**config.mk**
```make
export PLATFORM = sky130hd
export DESIGN_NAME = mft_timer
export DESIGN_NICKNAME = d
export VERILOG_FILES = /design/src/logic/mft_presc.v /design/src/logic/mft_timer.v
export VERILOG_INCLUDE_DIRS = /design/src /design/src/logic
export SDC_FILE = /design/constraint.sdc
export NUM_CORES = 1
export LEC_CHECK = 0
export ABC_CLOCK_PERIOD_IN_PS = 4900
export CAP_MARGIN = 20
export CORE_MARGIN = 2
export CORE_UTILIZATION = 30
export DETAILED_ROUTE_END_ITERATION = 8
export DONT_BUFFER_PORTS = 1
export HOLD_SLACK_MARGIN = 0.08
export PLACE_DENSITY = 0.5
export SYNTH_ARGS = -nofsm -noshare
export SYNTH_HDL_FRONTEND = slang
export SYNTH_SLANG_ARGS = --single-unit
```
**constraint.sdc**
```tcl
create_clock -name clk -period 4.9 [get_ports clk]
set_input_delay 0.735 -clock clk [delete_from_list [all_inputs] [get_ports clk]]
set_output_delay 0.735 -clock clk [all_outputs]
set_load 0.01 [all_outputs]
```
**src/logic/mft_defines.vh**
```
`ifndef MFT_DEFINES_VH
`define MFT_DEFINES_VH

// ----------------------------------------
// Sizes
// ----------------------------------------
`define MFT_AW 6
`define MFT_DW 16
`define MFT_NSUB 4
`define MFT_PW 8

// ----------------------------------------
// Register byte addresses (even, one word each)
// ----------------------------------------
`define MFT_A_CTRL 6'h00
`define MFT_A_PRS12 6'h02
`define MFT_A_PRS34 6'h04
`define MFT_A_CNT_BASE 6'h08
`define MFT_A_PER_BASE 6'h10
`define MFT_A_DTY_BASE 6'h18
`define MFT_A_END 6'h20
`define MFT_ADDR_STEP 2
`define MFT_SUB_MSB 2
`define MFT_SUB_LSB 1
`define MFT_ODD_BIT 0

// ----------------------------------------
// Run-control bits per subsystem
// ----------------------------------------
`define MFT_RUN_W 2

// ----------------------------------------
// Control register fields
// ----------------------------------------
`define MFT_CTRL_RUN_LSB 0
`define MFT_CTRL_MODE_LSB 8
`define MFT_CTRL_MASK 16'h0FFF

// ----------------------------------------
// Reset values and count increments
// ----------------------------------------
`define MFT_ZERO16 16'h0000
`define MFT_ZERO8 8'h00
`define MFT_ONE16 16'h0001
`define MFT_ONE8 8'h01

`endif

```
**src/logic/mft_presc.v**
```verilog
`timescale 1ns/1ps
`default_nettype none
`include "mft_defines.vh"

module mft_presc (
    // Clock and reset
    input wire clk,
    input wire reset,
    // Control
    input wire run,
    input wire [`MFT_PW-1:0] cmp,
    // Counting strobe
    output wire tick
);

// ----------------------------------------
// Prescaler counter
// ----------------------------------------
reg [`MFT_PW-1:0] pcnt_r;
reg [`MFT_PW-1:0] pcnt_nxt;

assign tick = run && (pcnt_r == cmp);

always @* begin
    if (!run || tick) begin
        pcnt_nxt = `MFT_ZERO8;
    end else begin
        pcnt_nxt = pcnt_r + `MFT_ONE8;
    end
end

always @(posedge clk) begin
    if (reset) begin
        pcnt_r <= `MFT_ZERO8;
    end else begin
        pcnt_r <= pcnt_nxt;
    end
end

endmodule // mft_presc
`default_nettype wire

```
**src/logic/mft_timer.v**
```verilog
`timescale 1ns/1ps
`default_nettype none
`include "mft_defines.vh"

module mft_timer (
    // Clock and reset
    input wire clk,
    input wire reset,
    // Register port, word wide
    input wire [`MFT_AW-1:0] bus_addr,
    input wire bus_wr,
    input wire bus_rd,
    input wire [`MFT_DW-1:0] bus_wdata,
    output wire [`MFT_DW-1:0] bus_rdata,
    output wire bus_rvalid,
    // Capture event pins, one pair per subsystem
    input wire [`MFT_NSUB-1:0] cap_a_in,
    input wire [`MFT_NSUB-1:0] cap_b_in,
    // PWM outputs
    output wire [`MFT_NSUB-1:0] pwm_out
);

// ----------------------------------------
// Global control registers
// ----------------------------------------
reg [`MFT_DW-1:0] ctrl_r;
reg [`MFT_DW-1:0] ctrl_nxt;
reg [`MFT_DW-1:0] prs12_r;
reg [`MFT_DW-1:0] prs12_nxt;
reg [`MFT_DW-1:0] prs34_r;
reg [`MFT_DW-1:0] prs34_nxt;
wire [2*`MFT_DW-1:0] prs_all;

assign prs_all = {prs34_r, prs12_r};

// Address decode for the shared control words
always @* begin
    ctrl_nxt = ctrl_r;
    prs12_nxt = prs12_r;
    prs34_nxt = prs34_r;
    if (bus_wr) begin
        if (bus_addr == `MFT_A_CTRL) begin
            ctrl_nxt = bus_wdata & `MFT_CTRL_MASK;
        end else if (bus_addr == `MFT_A_PRS12) begin
            prs12_nxt = bus_wdata;
        end else if (bus_addr == `MFT_A_PRS34) begin
            prs34_nxt = bus_wdata;
        end
    end
end

always @(posedge clk) begin
    if (reset) begin
        ctrl_r <= `MFT_ZERO16;
        prs12_r <= `MFT_ZERO16;
        prs34_r <= `MFT_ZERO16;
    end else begin
        ctrl_r <= ctrl_nxt;
        prs12_r <= prs12_nxt;
        prs34_r <= prs34_nxt;
    end
end

// ----------------------------------------
// Capture pin synchronisers and edge detect
// ----------------------------------------
reg [`MFT_NSUB-1:0] cap_a_meta_r;
reg [`MFT_NSUB-1:0] cap_a_sync_r;
reg [`MFT_NSUB-1:0] cap_a_prev_r;
reg [`MFT_NSUB-1:0] cap_b_meta_r;
reg [`MFT_NSUB-1:0] cap_b_sync_r;
reg [`MFT_NSUB-1:0] cap_b_prev_r;
wire [`MFT_NSUB-1:0] cap_a_evt;
wire [`MFT_NSUB-1:0] cap_b_evt;

always @(posedge clk) begin
    if (reset) begin
        cap_a_meta_r <= {`MFT_NSUB{1'b0}};
        cap_a_sync_r <= {`MFT_NSUB{1'b0}};
        cap_a_prev_r <= {`MFT_NSUB{1'b0}};
        cap_b_meta_r <= {`MFT_NSUB{1'b0}};
        cap_b_sync_r <= {`MFT_NSUB{1'b0}};
        cap_b_prev_r <= {`MFT_NSUB{1'b0}};
    end else begin
        cap_a_meta_r <= cap_a_in;
        cap_a_sync_r <= cap_a_meta_r;
        cap_a_prev_r <= cap_a_sync_r;
        cap_b_meta_r <= cap_b_in;
        cap_b_sync_r <= cap_b_meta_r;
        cap_b_prev_r <= cap_b_sync_r;
    end
end

// Rising edges only
assign cap_a_evt = cap_a_sync_r & ~cap_a_prev_r;
assign cap_b_evt = cap_b_sync_r & ~cap_b_prev_r;

// ----------------------------------------
// Timer subsystems
// ----------------------------------------
wire [`MFT_NSUB*`MFT_DW-1:0] cnt_flat;
wire [`MFT_NSUB*`MFT_DW-1:0] per_flat;
wire [`MFT_NSUB*`MFT_DW-1:0] dty_flat;

genvar i;
generate
    for (i = 0; i < `MFT_NSUB; i = i + 1) begin : g_sub
        localparam integer A_CNT = `MFT_A_CNT_BASE + `MFT_ADDR_STEP * i;
        localparam integer A_PER = `MFT_A_PER_BASE + `MFT_ADDR_STEP * i;
        localparam integer A_DTY = `MFT_A_DTY_BASE + `MFT_ADDR_STEP * i;

        reg [`MFT_DW-1:0] cnt_r;
        reg [`MFT_DW-1:0] cnt_nxt;
        reg [`MFT_DW-1:0] per_r;
        reg [`MFT_DW-1:0] per_nxt;
        reg [`MFT_DW-1:0] dty_r;
        reg [`MFT_DW-1:0] dty_nxt;
        reg [`MFT_DW-1:0] per_act_r;
        reg [`MFT_DW-1:0] per_act_nxt;
        reg [`MFT_DW-1:0] dty_act_r;
        reg [`MFT_DW-1:0] dty_act_nxt;
        reg pwm_r;
        reg pwm_nxt;
        wire run_w;
        wire pwm_mode_w;
        wire tick_w;
        wire wr_cnt_w;
        wire wr_per_w;
        wire wr_dty_w;
        wire cap_a_hit_w;
        wire cap_b_hit_w;
        wire wrap_w;
        wire load_act_w;

        // ------------------------------------
        // Decode and qualifiers
        // ------------------------------------
        // Either run-control bit starts the counter
        assign run_w = |ctrl_r[`MFT_CTRL_RUN_LSB + `MFT_RUN_W * i +: `MFT_RUN_W];
        assign pwm_mode_w = ctrl_r[`MFT_CTRL_MODE_LSB + i];
        assign wr_cnt_w = bus_wr && (bus_addr == A_CNT[`MFT_AW-1:0]);
        assign wr_per_w = bus_wr && (bus_addr == A_PER[`MFT_AW-1:0]);
        assign wr_dty_w = bus_wr && (bus_addr == A_DTY[`MFT_AW-1:0]);
        // Capture events only count outside PWM mode
        assign cap_a_hit_w = !pwm_mode_w && cap_a_evt[i];
        assign cap_b_hit_w = !pwm_mode_w && cap_b_evt[i];

        mft_presc u_presc (
            .clk(clk),
            .reset(reset),
            .run(run_w),
            .cmp(prs_all[`MFT_PW * i +: `MFT_PW]),
            .tick(tick_w)
        );

        // Period boundary: count meets the active period in PWM mode
        assign wrap_w = tick_w && pwm_mode_w && (cnt_r == per_act_r);
        // Halted counters track the written values, so a restart begins clean
        assign load_act_w = !run_w || wrap_w;

        // ------------------------------------
        // Counter
        // ------------------------------------
        always @* begin
            cnt_nxt = cnt_r;
            if (!run_w) begin
                // Writes only land while halted
                if (wr_cnt_w) begin
                    cnt_nxt = bus_wdata;
                end
            end else if (wrap_w) begin
                cnt_nxt = `MFT_ZERO16;
            end else if (tick_w) begin
                cnt_nxt = cnt_r + `MFT_ONE16;
            end
        end

        always @(posedge clk) begin
            if (reset) begin
                cnt_r <= `MFT_ZERO16;
            end else begin
                cnt_r <= cnt_nxt;
            end
        end

        // ------------------------------------
        // Period/capture and duty/capture
        // ------------------------------------
        always @* begin
            per_nxt = per_r;
            dty_nxt = dty_r;
            // Capture beats a software write in the same cycle
            if (cap_a_hit_w) begin
                per_nxt = cnt_r;
            end else if (wr_per_w) begin
                per_nxt = bus_wdata;
            end
            if (cap_b_hit_w) begin
                dty_nxt = cnt_r;
            end else if (wr_dty_w) begin
                dty_nxt = bus_wdata;
            end
        end

        always @(posedge clk) begin
            if (reset) begin
                per_r <= `MFT_ZERO16;
                dty_r <= `MFT_ZERO16;
            end else begin
                per_r <= per_nxt;
                dty_r <= dty_nxt;
            end
        end

        // ------------------------------------
        // Active compare values
        // ------------------------------------
        always @* begin
            per_act_nxt = per_act_r;
            dty_act_nxt = dty_act_r;
            if (load_act_w) begin
                per_act_nxt = per_r;
                dty_act_nxt = dty_r;
            end
        end

        always @(posedge clk) begin
            if (reset) begin
                per_act_r <= `MFT_ZERO16;
                dty_act_r <= `MFT_ZERO16;
            end else begin
                per_act_r <= per_act_nxt;
                dty_act_r <= dty_act_nxt;
            end
        end

        // ------------------------------------
        // PWM output
        // ------------------------------------
        always @* begin
            pwm_nxt = 1'b0;
            if (pwm_mode_w && run_w && (cnt_r < dty_act_r)) begin
                pwm_nxt = 1'b1;
            end
        end

        always @(posedge clk) begin
            if (reset) begin
                pwm_r <= 1'b0;
            end else begin
                pwm_r <= pwm_nxt;
            end
        end

        assign pwm_out[i] = pwm_r;
        assign cnt_flat[`MFT_DW * i +: `MFT_DW] = cnt_r;
        assign per_flat[`MFT_DW * i +: `MFT_DW] = per_r;
        assign dty_flat[`MFT_DW * i +: `MFT_DW] = dty_r;
    end
endgenerate

// ----------------------------------------
// Read path
// ----------------------------------------
reg [`MFT_DW-1:0] rdata_r;
reg [`MFT_DW-1:0] rdata_nxt;
reg rvalid_r;
wire [1:0] sub_idx;

assign sub_idx = bus_addr[`MFT_SUB_MSB:`MFT_SUB_LSB];

// Odd addresses hold no word register and read as zero
always @* begin
    rdata_nxt = `MFT_ZERO16;
    if (bus_addr[`MFT_ODD_BIT]) begin
        rdata_nxt = `MFT_ZERO16;
    end else if (bus_addr == `MFT_A_CTRL) begin
        rdata_nxt = ctrl_r;
    end else if (bus_addr == `MFT_A_PRS12) begin
        rdata_nxt = prs12_r;
    end else if (bus_addr == `MFT_A_PRS34) begin
        rdata_nxt = prs34_r;
    end else if (bus_addr >= `MFT_A_CNT_BASE && bus_addr < `MFT_A_PER_BASE) begin
        rdata_nxt = cnt_flat[`MFT_DW * sub_idx +: `MFT_DW];
    end else if (bus_addr >= `MFT_A_PER_BASE && bus_addr < `MFT_A_DTY_BASE) begin
        rdata_nxt = per_flat[`MFT_DW * sub_idx +: `MFT_DW];
    end else if (bus_addr >= `MFT_A_DTY_BASE && bus_addr < `MFT_A_END) begin
        rdata_nxt = dty_flat[`MFT_DW * sub_idx +: `MFT_DW];
    end
end

always @(posedge clk) begin
    if (reset) begin
        rdata_r <= `MFT_ZERO16;
        rvalid_r <= 1'b0;
    end else begin
        rvalid_r <= bus_rd;
        if (bus_rd) begin
            rdata_r <= rdata_nxt;
        end
    end
end

assign bus_rdata = rdata_r;
assign bus_rvalid = rvalid_r;

endmodule // mft_timer
`default_nettype wire

```
# Yosys cells after proc, flatten, opt, wreduce, memory -nomap -nowiden
# Index checks and enable logic that the tools add are counted.
# totals
reg_bits	441
in_bits	34
out_inout_bits	21
elab_cells	222
# op_classes
addsub	8
order_cmp	10
n_eq_ne	26
n_shift	3
mux	43
bitwise_logic	6
reduce_logical	87
# ops
op	n
$mux 16	39
$shiftx 64x7->16	3
$add 16x1->16 const B	4
$eq 16x16->1	4
$lt 16x16->1	4
$eq 6x5->1 const B	8
$logic_and 1x1->1	43
$add 8x1->8 const B	4
$eq 8x8->1	4
$eq 6x4->1 const B	4
$reduce_bool 2->1	12
$reduce_or 2->1	8
$ge 6x5->1 const B	2
$lt 6x5->1 const B	2
$ne 3x1->1 const B	4
$reduce_and 2->1	5
$and 4x4->4	2
$logic_not 1->1	8
$logic_or 1x1->1	8
$not 4->4	2
$eq 6x2->1 const B	1
$eq 6x3->1 const B	1
$ge 6x4->1 const B	1
$logic_not 6->1	1
other kinds (5)	9

# Depth between registers and ports, before layout
# Gate-level depths: netlist (run 1).
# depth
depth_word	9
ltp_mapped	9
depth_no_buf	7

# By module
# Synthesis (run 1) repeated with hierarchy kept, for this count alone.
# hier_totals
cells_unflattened	2574
area_unflattened_um2	23253.6
# modules_own_cells
mod	n_inst	cells_each	area_per_inst_um2	seq_area_each_um2
mft_timer	1	2386	21346.7	8187.9
mft_presc	4	47	476.7	160.2

# Worst setup path before layout (run 1)
# No wires, ideal clock.
# synth_path
path_kind	input to register
start	input bus_addr[1]
end	register rdata_r[13], in the netlist bus_rdata[13]
setup_ps	116
t_arrival_ps	2350
required_ps	4784
path_slack_ps	2434
path_stages	7
path_buffers	3
cell_sequence	buf_4 -> buf_4 -> buf_2 -> mux4_2 -> a22oi_1 -> o211ai_1 -> and3_1
# synth_via
elab_chain_cells	9
elab_cells_between_ends	22
cone_classes	order compare (6); eq/ne (2); shift (3); mux (7); reduce/logical (4)
# synth_lines
item	line	rtl
from (decl)	mft_timer.v:10	input wire [`MFT_AW-1:0] bus_addr,
parallel branches: the longest is 7 deep, another holds $shiftx 64x7->16	n/a	
$mux 16 *	mft_timer.v:277	end else if (bus_addr == `MFT_A_CTRL) begin
$mux 16 *	mft_timer.v:275	if (bus_addr[`MFT_ODD_BIT]) begin
to (signal assigned)	mft_timer.v:294	rdata_r <= `MFT_ZERO16;
to (signal assigned)	mft_timer.v:299	rdata_r <= rdata_nxt;
to (decl)	mft_timer.v:265	reg [`MFT_DW-1:0] rdata_r;
# Every way passes the cells marked *.
# A chain may end at the register's enable or synchronous reset.

# Worst setup path in the final report (run 1)
# layout_path
start	register g_sub[2].cnt_r[11]
end	register g_sub[2].per_act_r[12]
# layout_via
elab_chain_cells	3
# layout_lines
item	line	rtl
from (decl)	mft_timer.v:112	reg [`MFT_DW-1:0] cnt_r;
from (signal assigned)	mft_timer.v:180	cnt_r <= `MFT_ZERO16;
from (signal assigned)	mft_timer.v:182	cnt_r <= cnt_nxt;
$eq 16x16->1	mft_timer.v:157	assign wrap_w = tick_w && pwm_mode_w && (cnt_r == per_act_r);
$logic_and 1x1->1	mft_timer.v:157	
$logic_or 1x1->1	mft_timer.v:159	assign load_act_w = !run_w || wrap_w;
to (signal assigned)	mft_timer.v:229	per_act_r <= `MFT_ZERO16;
to (signal assigned)	mft_timer.v:232	per_act_r <= per_act_nxt;
to (decl)	mft_timer.v:118	reg [`MFT_DW-1:0] per_act_r;
# No other way between the ends.

==> results of run 1 <==
-- metal layers --
| layer | track usage | up-vias |
|---|---|---|
| met5 | 0 | - |
| met4 | 0.0870 | 0 |
| met3 | 0.0413 | 191 |
| met2 | 0.340 | 762 |
| met1 | 0.282 | 9392 |
| li1 | - | 8851 |
-- state kept, by name (all words and copies together), names as in the netlist, 4 cells and up --
signal / flops
cap_a_sync_r: 4
cap_a_meta_r: 4
g_sub.cnt_r: 64
cap_b_sync_r: 4
cap_b_meta_r: 4
g_sub.per_r: 64
cap_b_prev_r: 4
cap_a_prev_r: 4
prs12_r: 16
g_sub.u_presc.pcnt_r: 32
ctrl_r: 12
prs34_r: 16
g_sub.per_act_r: 64
g_sub.pwm_r: 4
g_sub.dty_r: 64
bus_rdata: 16
g_sub.dty_act_r: 64
-- synth_stat cells, types with 35 or more instances --
library cell and instances:
mux4_2 48, dfxtp_1 441, nand4_1 37, a21oi_1 119, nand2_1 150, xnor2_1 90, mux2i_1 268, a211oi_1 132
nand3_1 75, buf_2 89, nor2_1 359, xor2_1 35, ha_1 68, clkbuf_1 109, o21ai_0 42, nor2b_1 46
inv_1 98
-- area by class of cell --
type                            instances  share of cell area
Clock inverter                         13             0.00605
Antenna cell                            2            0.000195
Inverter                               99              0.0145
Multi-Input combinational cell       1782               0.505
Timing Repair Buffer                   54              0.0173
Sequential cell                       441               0.344
Clock buffer                           80              0.0627
Tap cell                             1030              0.0502
-- stage by stage --
| step | utilization | instance area [um^2] |
|---|---|---|
| 2_1_floorplan | - | 23100 |
| 3_3_place_gp | 0.313 | 23800 |
| 3_5_place_dp | 0.313 | 23800 |
| 4_1_cts | 0.337 | 25600 |
| 5_1_grt | 0.337 | 25600 |
| 6_report | 0.337 | 25600 |
-- layout by cell type, fill, tap and decap left out, types with 9 or more instances in the layout --
cell type / Yosys / layout
xor2_1: 35 / 35
and3_1: 18 / 18
nor2b_1: 46 / 46
o211ai_1: 21 / 21
nor3_1: 20 / 20
nor2_1: 359 / 357
xnor2_1: 90 / 90
nor4_1: 10 / 10
mux2i_1: 268 / 268
a21o_1: 19 / 19
a32oi_1: 15 / 15
nand2b_1: 13 / 13
buf_4: 14 / 50
ha_1: 68 / 68
a222oi_1: 13 / 13
clkbuf_16: 0 / 53
nand2_1: 150 / 150
a21oi_1: 119 / 119
clkbuf_8: 0 / 18
o21ai_0: 42 / 42
a22oi_1: 24 / 24
clkbuf_1: 109 / 9
dfxtp_1: 441 / 441
o32ai_1: 17 / 17
nand3_1: 75 / 75
inv_1: 98 / 98
mux4_2: 48 / 48
a211oi_2: 15 / 15
nand4_1: 37 / 37
a211oi_1: 132 / 132
or3_1: 11 / 11
-- power by group through the flow --
stage          combinational [mW]  clock [mW]  sequential, mW
6_report                    0.591        4.03            3.84
5_1_grt                     0.650        4.24            3.85
3_3_place_gp                0.566           0            3.92
4_1_cts                     0.582        4.11            3.84
2_1_floorplan               0.551           0            3.83
3_5_place_dp                0.578           0            3.92
-- final timing paths --
kind                            endpoint  slack [ns]          startpoint  cells past startpoint
setup / recovery  g_sub[2].per_act_r[12]        1.80  g_sub[2].cnt_r[11]                      7
hold / removal     g_sub[2].dty_act_r[7]        0.22               reset                      1
setup reg to reg  g_sub[2].per_act_r[12]        1.80  g_sub[2].cnt_r[11]                      7
hold reg to reg          cap_a_sync_r[2]        0.45     cap_a_meta_r[2]                      1
-- cell families after synthesis --
| group | count (synthesis) | share of synthesized area |
|---|---|---|
| adders and majority gates | 68 | 0.0369 |
| DFF | 441 | 0.383 |
| xor gates and xnor gates | 125 | 0.0474 |
| muxes | 320 | 0.165 |
| buffers and inverters | 326 | 0.0612 |
| and+or+nand+nor | 785 | 0.157 |
| AOI/OAI and AO/OA | 484 | 0.150 |
-- worst reg2reg max path, stage by stage (launching register included) --
cell     delay, ns
dfxtp_1       0.71
xor2_1        0.27
nor4_1        0.14
and4_1        0.27
a31oi_4       0.63
buf_4         0.62
mux2i_1       0.28
nor2_1        0.06
==> results.cfg, run 1 <==
[routing]
wl_met3_um = 6670
dr.pass1.iters = 8
num_vias = 19196
wl_met2_um = 38400
wl_per_cell_um = 24.3
m1WireLength_um = 36400
drt_iter0_drc = 2177
drcViolationCount = 0
ant_nets = 0
highest_layer = met4
routed_wl_um = 85200
drt-vias-per-instance = 5.48

[clock_tree]
cts_tree = built
cts_inserted_buffers = 52
ctsResizeCount = 0
post_cts_buffers = 0
clkTransAtPathRegs_ns = 0.06
clockBufferDepth = 3
cts_hold_buf = 0
clock-sinks = 441
htree_levels = 2
ctsRootBufferMaster = clkbuf_16
clock_latency_ns = 0.62

[yosys]
synth-edff-count = 0
async_flop_share = 0
netlist-cell-type-count = 73
synthTopCellsByArea = dfxtp_1 (38%), mux2i_1 (12%), nor2_1 (5.8%)
post_synth_inst_count = 2549
synth_area_per_cell_um2 = 9.05
netlist_area_mm2 = 0.0231
yosysTopAreaCell = dfxtp_1
synth-main-ff-cell = dfxtp_1
yosys_warnings = 0
synth_seq_cells = 441
synth_top_cell_area_share = 0.383
synth_fp_nets = 2651
ys_seq_area_frac = 0.383

[sta]
fin_ws_ns = 1.80
slew_violations = 0
max_slew_margin = 0.324
period_share = 0.632
rsz0062_at_grt = no
fmax_mhz = 323
finalHoldWorstSlack_ns = 0.216
period_needed_ns = 3.10
tightest_slew_ns = 1.01
setup_violations = 0
skew_ns = 0.0210
fin_setup_tns_ns = 0
hold_violations = 0

[pwr]
intPower_mw = 6.38
clkPwrFrac = 0.477
combPwrFrac = 0.070
p_sw_frac = 0.246
p_switching_mw = 2.09
p_seq_frac = 0.454
leakage_nw = 8.82
p_per_area_mw_per_mm2 = 330
irDropWorstVdd_mv = 0.226
finalPower_mw = 8.47

[finish]
syn2layout_area_growth_pct = 11.1
final_cell_count_no_fill = 3501
final_layout_size_suffix_gt1_frac = 0.0996
multi_input_area_mm2 = 0.0129
final_nets = 2532
fillers = 7841
register_area_mm2 = 0.00883

[setup_path]
path_cells = xor2_1 -> nor4_1 -> and4_1 -> a31oi_4 -> buf_4 -> mux2i_1 -> nor2_1
endpoint_kind = flip-flop
arrival_ns = 3.59
crit_buf_inv = 1
required_ns = 5.39
cp-start-kind = flip-flop
crit_family = flip-flops
critPathKind = reg2reg
crit_slowest_cell = dfxtp_1
path_max_fanout = 28
slowest_delay_ns = 0.71

[floorplanning]
boundaryPins = 55
die_area_mm2 = 0.0792
die_w_um = 281
die_h_um = 281
start_util = 0.303
rows = 101
core_mm2 = 0.0761

[global_route]
grt_first_pass_wirelength_um = 126000
grt_use_total = 0.213
grt_pass1_vias = 18342
grt_overflow_total = 0
antenna_found_initial = 1
grt_start_max_net_pins = 401

[place]
io_buffers = 0
gp_congestion = 0.897
place_inst = 3404
dp_slack_ns = 1.90
dpl.hpwl_um = 58800

[flow_run]
drv_cap = 0

[worst_hold_path]
holdCritPathClass = in2reg

[outcome]
status = finished, final reports clean
Power figures use the tool's default switching activity.
==> inputs of run 2 (changes only) <==
ABC_CLOCK_PERIOD_IN_PS = 2850   (was 4900)
PLACE_DENSITY = 0.51   (was 0.5)
clock period = 2.85 ns   (was 4.9 ns; I/O delays follow)
==> run 2 against run 1 <==
Net effect:
- clock skew increased by 0.021 ns
- global-route usage rose by 3.1 points
- core utilization increased by 4.6 points
- register-to-register slack lost 1.8 ns
- count of clock-buffer cells in the layout is 6 lower
- via count grew 12%
- sequential share of layout area decreased by 4.1 points
- cell area is 14% higher
- sequential power rose by 72%
- first-iteration DRC count increased by 9.0%
- total power increased by 79%
- cell count is 10% higher
- critical path type unchanged
==> results.cfg, run 2 (synthesis gave the netlist of run 1 again) <==
[place]
dpl.hpwl_um = 62600
dp_slack_ns = 0.466
place_inst = 3469
gp_congestion = 0.938
io_buffers = 0

[setup_path]
crit_family = compound AO/OA/AOI/OAI gates
slowest_delay_ns = 0.71
crit_buf_inv = 2
worst-path-stages = 7
ff2ff_path_depth = 7
rrSetupSlack_ns = 0.03
reg2reg_from = ctrl_r[6]
endpoint_kind = flip-flop
path_max_fanout = 11
critPathKind = reg2reg
cp-start-kind = flip-flop
arrival_ns = 3.38
crit_slowest_cell = a31oi_2
required_ns = 3.41
r2r_end = g_sub[3].cnt_r[11]
path_cells = nor2_2 -> nor4b_4 -> buf_4 -> a31oi_2 -> a32oi_1 -> o32ai_1 -> dlygate4sd3_1

[clock_tree]
clockBufferDepth = 3
clock-sinks = 441
cts_tree = built
clkTransAtPathRegs_ns = 0.06
cts_inserted_buffers = 51
ctsRootBufferMaster = clkbuf_16
clock_latency_ns = 0.62
htree_levels = 2

[floorplanning]
die_w_um = 281
start_util = 0.303
boundaryPins = 55
rows = 101
core_mm2 = 0.0761
die_area_mm2 = 0.0792
die_h_um = 281

[sta]
tightest_slew_ns = 1.29
slew_violations = 0
setup_violations = 0
fmax_mhz = 355
rsz0062_at_grt = yes
fin_ws_ns = 0.0304
hold_violations = 0
period_share = 0.989
period_needed_ns = 2.82
skew_ns = 0.0423
max_slew_margin = 0.138

[routing]
dr.pass1.iters = 9
ant_nets = 0
drt-vias-per-instance = 5.57
drcViolationCount = 0
num_vias = 21465
routed_wl_um = 98500
drt_iter0_drc = 2374
highest_layer = met5
m1WireLength_um = 39600
wl_met2_um = 42600
wl_met3_um = 10100
wl_per_cell_um = 25.6

[worst_hold_path]
worstHoldEndpoint = g_sub[3].cnt_r[12]
hp-start = bus_wdata[12]
min_delay_path_depth = 3
holdCritPathClass = in2reg

[pwr]
p_seq_frac = 0.436
clkPwrFrac = 0.465
p_switching_mw = 3.91
leakage_nw = 11.0
irDropWorstVdd_mv = 0.408
intPower_mw = 11.2
combPwrFrac = 0.099
p_sw_frac = 0.258
p_per_area_mw_per_mm2 = 519

[global_route]
antenna_found_initial = 4
grt_first_pass_wirelength_um = 143000
grt_use_total = 0.244
grt_pass1_vias = 20725
grt_start_max_net_pins = 262
grt_overflow_total = 0

[outcome]
status = finished, final reports clean

[finish]
final_nets = 2881
final_cell_count_no_fill = 3851
fillers = 7627
final_layout_size_suffix_gt1_frac = 0.122
mostFrequentLayoutCells = dfxtp_1 (435), nor2_1 (357), mux2i_1 (268)
final_common_cell = dfxtp_1
syn2layout_area_growth_pct = 26.4

[flow_run]
drv_cap = 0
run 2: changes by cell type in the layout (fill, tap and decap cells not counted), sizes merged:
cell	change
buf	+80
diode	-1
a31oi	+3
bufinv	+2
clkinvlp	+1
clkbuf	-6
clkinv	+6
inv	-2
dlygate4sd3	+267
run 2: power by group through the flow:
| stage | Sequential, mW | Combinational [mW] | Clock [mW] |
|---|---|---|---|
| floorplan | 6.59 | 0.947 | 0 |
| global placement | 6.73 | 1.02 | 0 |
| detailed placement | 6.73 | 1.05 | 0 |
| CTS | 6.60 | 1.44 | 7.13 |
| global route | 6.61 | 1.60 | 7.37 |
| finish | 6.61 | 1.51 | 7.04 |
run 2: what timing repair did:
action / in CTS / in global routing
buffers inserted: 0 / 6
resized for setup: 0 / 14
hold buffers: 278 / 0
setup endpoints to repair: 0 / 71
hold endpoints to repair: 398 / 0
run 2: worst max-delay path by stage:
stage	to	start	slack, ns
2_1_floorplan	bus_rdata[13]	bus_addr[1]	0.69
3_3_place_gp	g_sub[0].cnt_r[12]	g_sub[0].cnt_r[5]	0.49
3_5_place_dp	g_sub[1].per_act_r[11]	g_sub[1].cnt_r[8]	0.47
4_1_cts	g_sub[2].cnt_r[13]	g_sub[2].u_presc.pcnt_r[2]	0.02
5_1_grt	g_sub[1].cnt_r[10]	ctrl_r[2]	-0.04
6_report	g_sub[3].cnt_r[11]	ctrl_r[6]	0.03
run 2: metrics by stage:
stage	hold slack, ns	TNS [ns]	power (mW)	area, um^2	util
global route	0.0951	-0.0702	15.6	29200	0.383
detailed placement	0.432	0	7.78	24400	0.320
floorplan	0.414	0	7.54	23100	-
CTS	0.0810	0	15.2	29000	0.382
finish	0.0976	0	15.2	29200	0.383
global placement	0.434	0	7.75	24400	0.320
run 2: tightest hold or removal path, delay by kind of cell:
| kind | cells | cell delay (ns) |
|---|---|---|
| AO/OA/AOI/OAI | 2 | 0.14 |
| AND/OR/NAND/NOR | 1 | 0.09 |
run 2: per-layer routing:
layer	track usage	vias to the layer above
li1	-	9575
met1	0.313	10458
met2	0.377	1118
met3	0.0611	308
met4	0.132	6
met5	0	-
run 2: area by class of cell:
| class | count | area [um^2] | share of cell area |
|---|---|---|---|
| sequential | 441 | 8840 | 0.303 |
| clock buffer | 74 | 1530 | 0.0526 |
| multi-input combinational | 1785 | 13000 | 0.446 |
| timing repair buffer | 401 | 3880 | 0.133 |
| antenna | 1 | 2.50 | 0.0000858 |
| tap | 1030 | 1290 | 0.0442 |
| inverter | 99 | 372 | 0.0127 |
| clock inverter | 20 | 246 | 0.00845 |
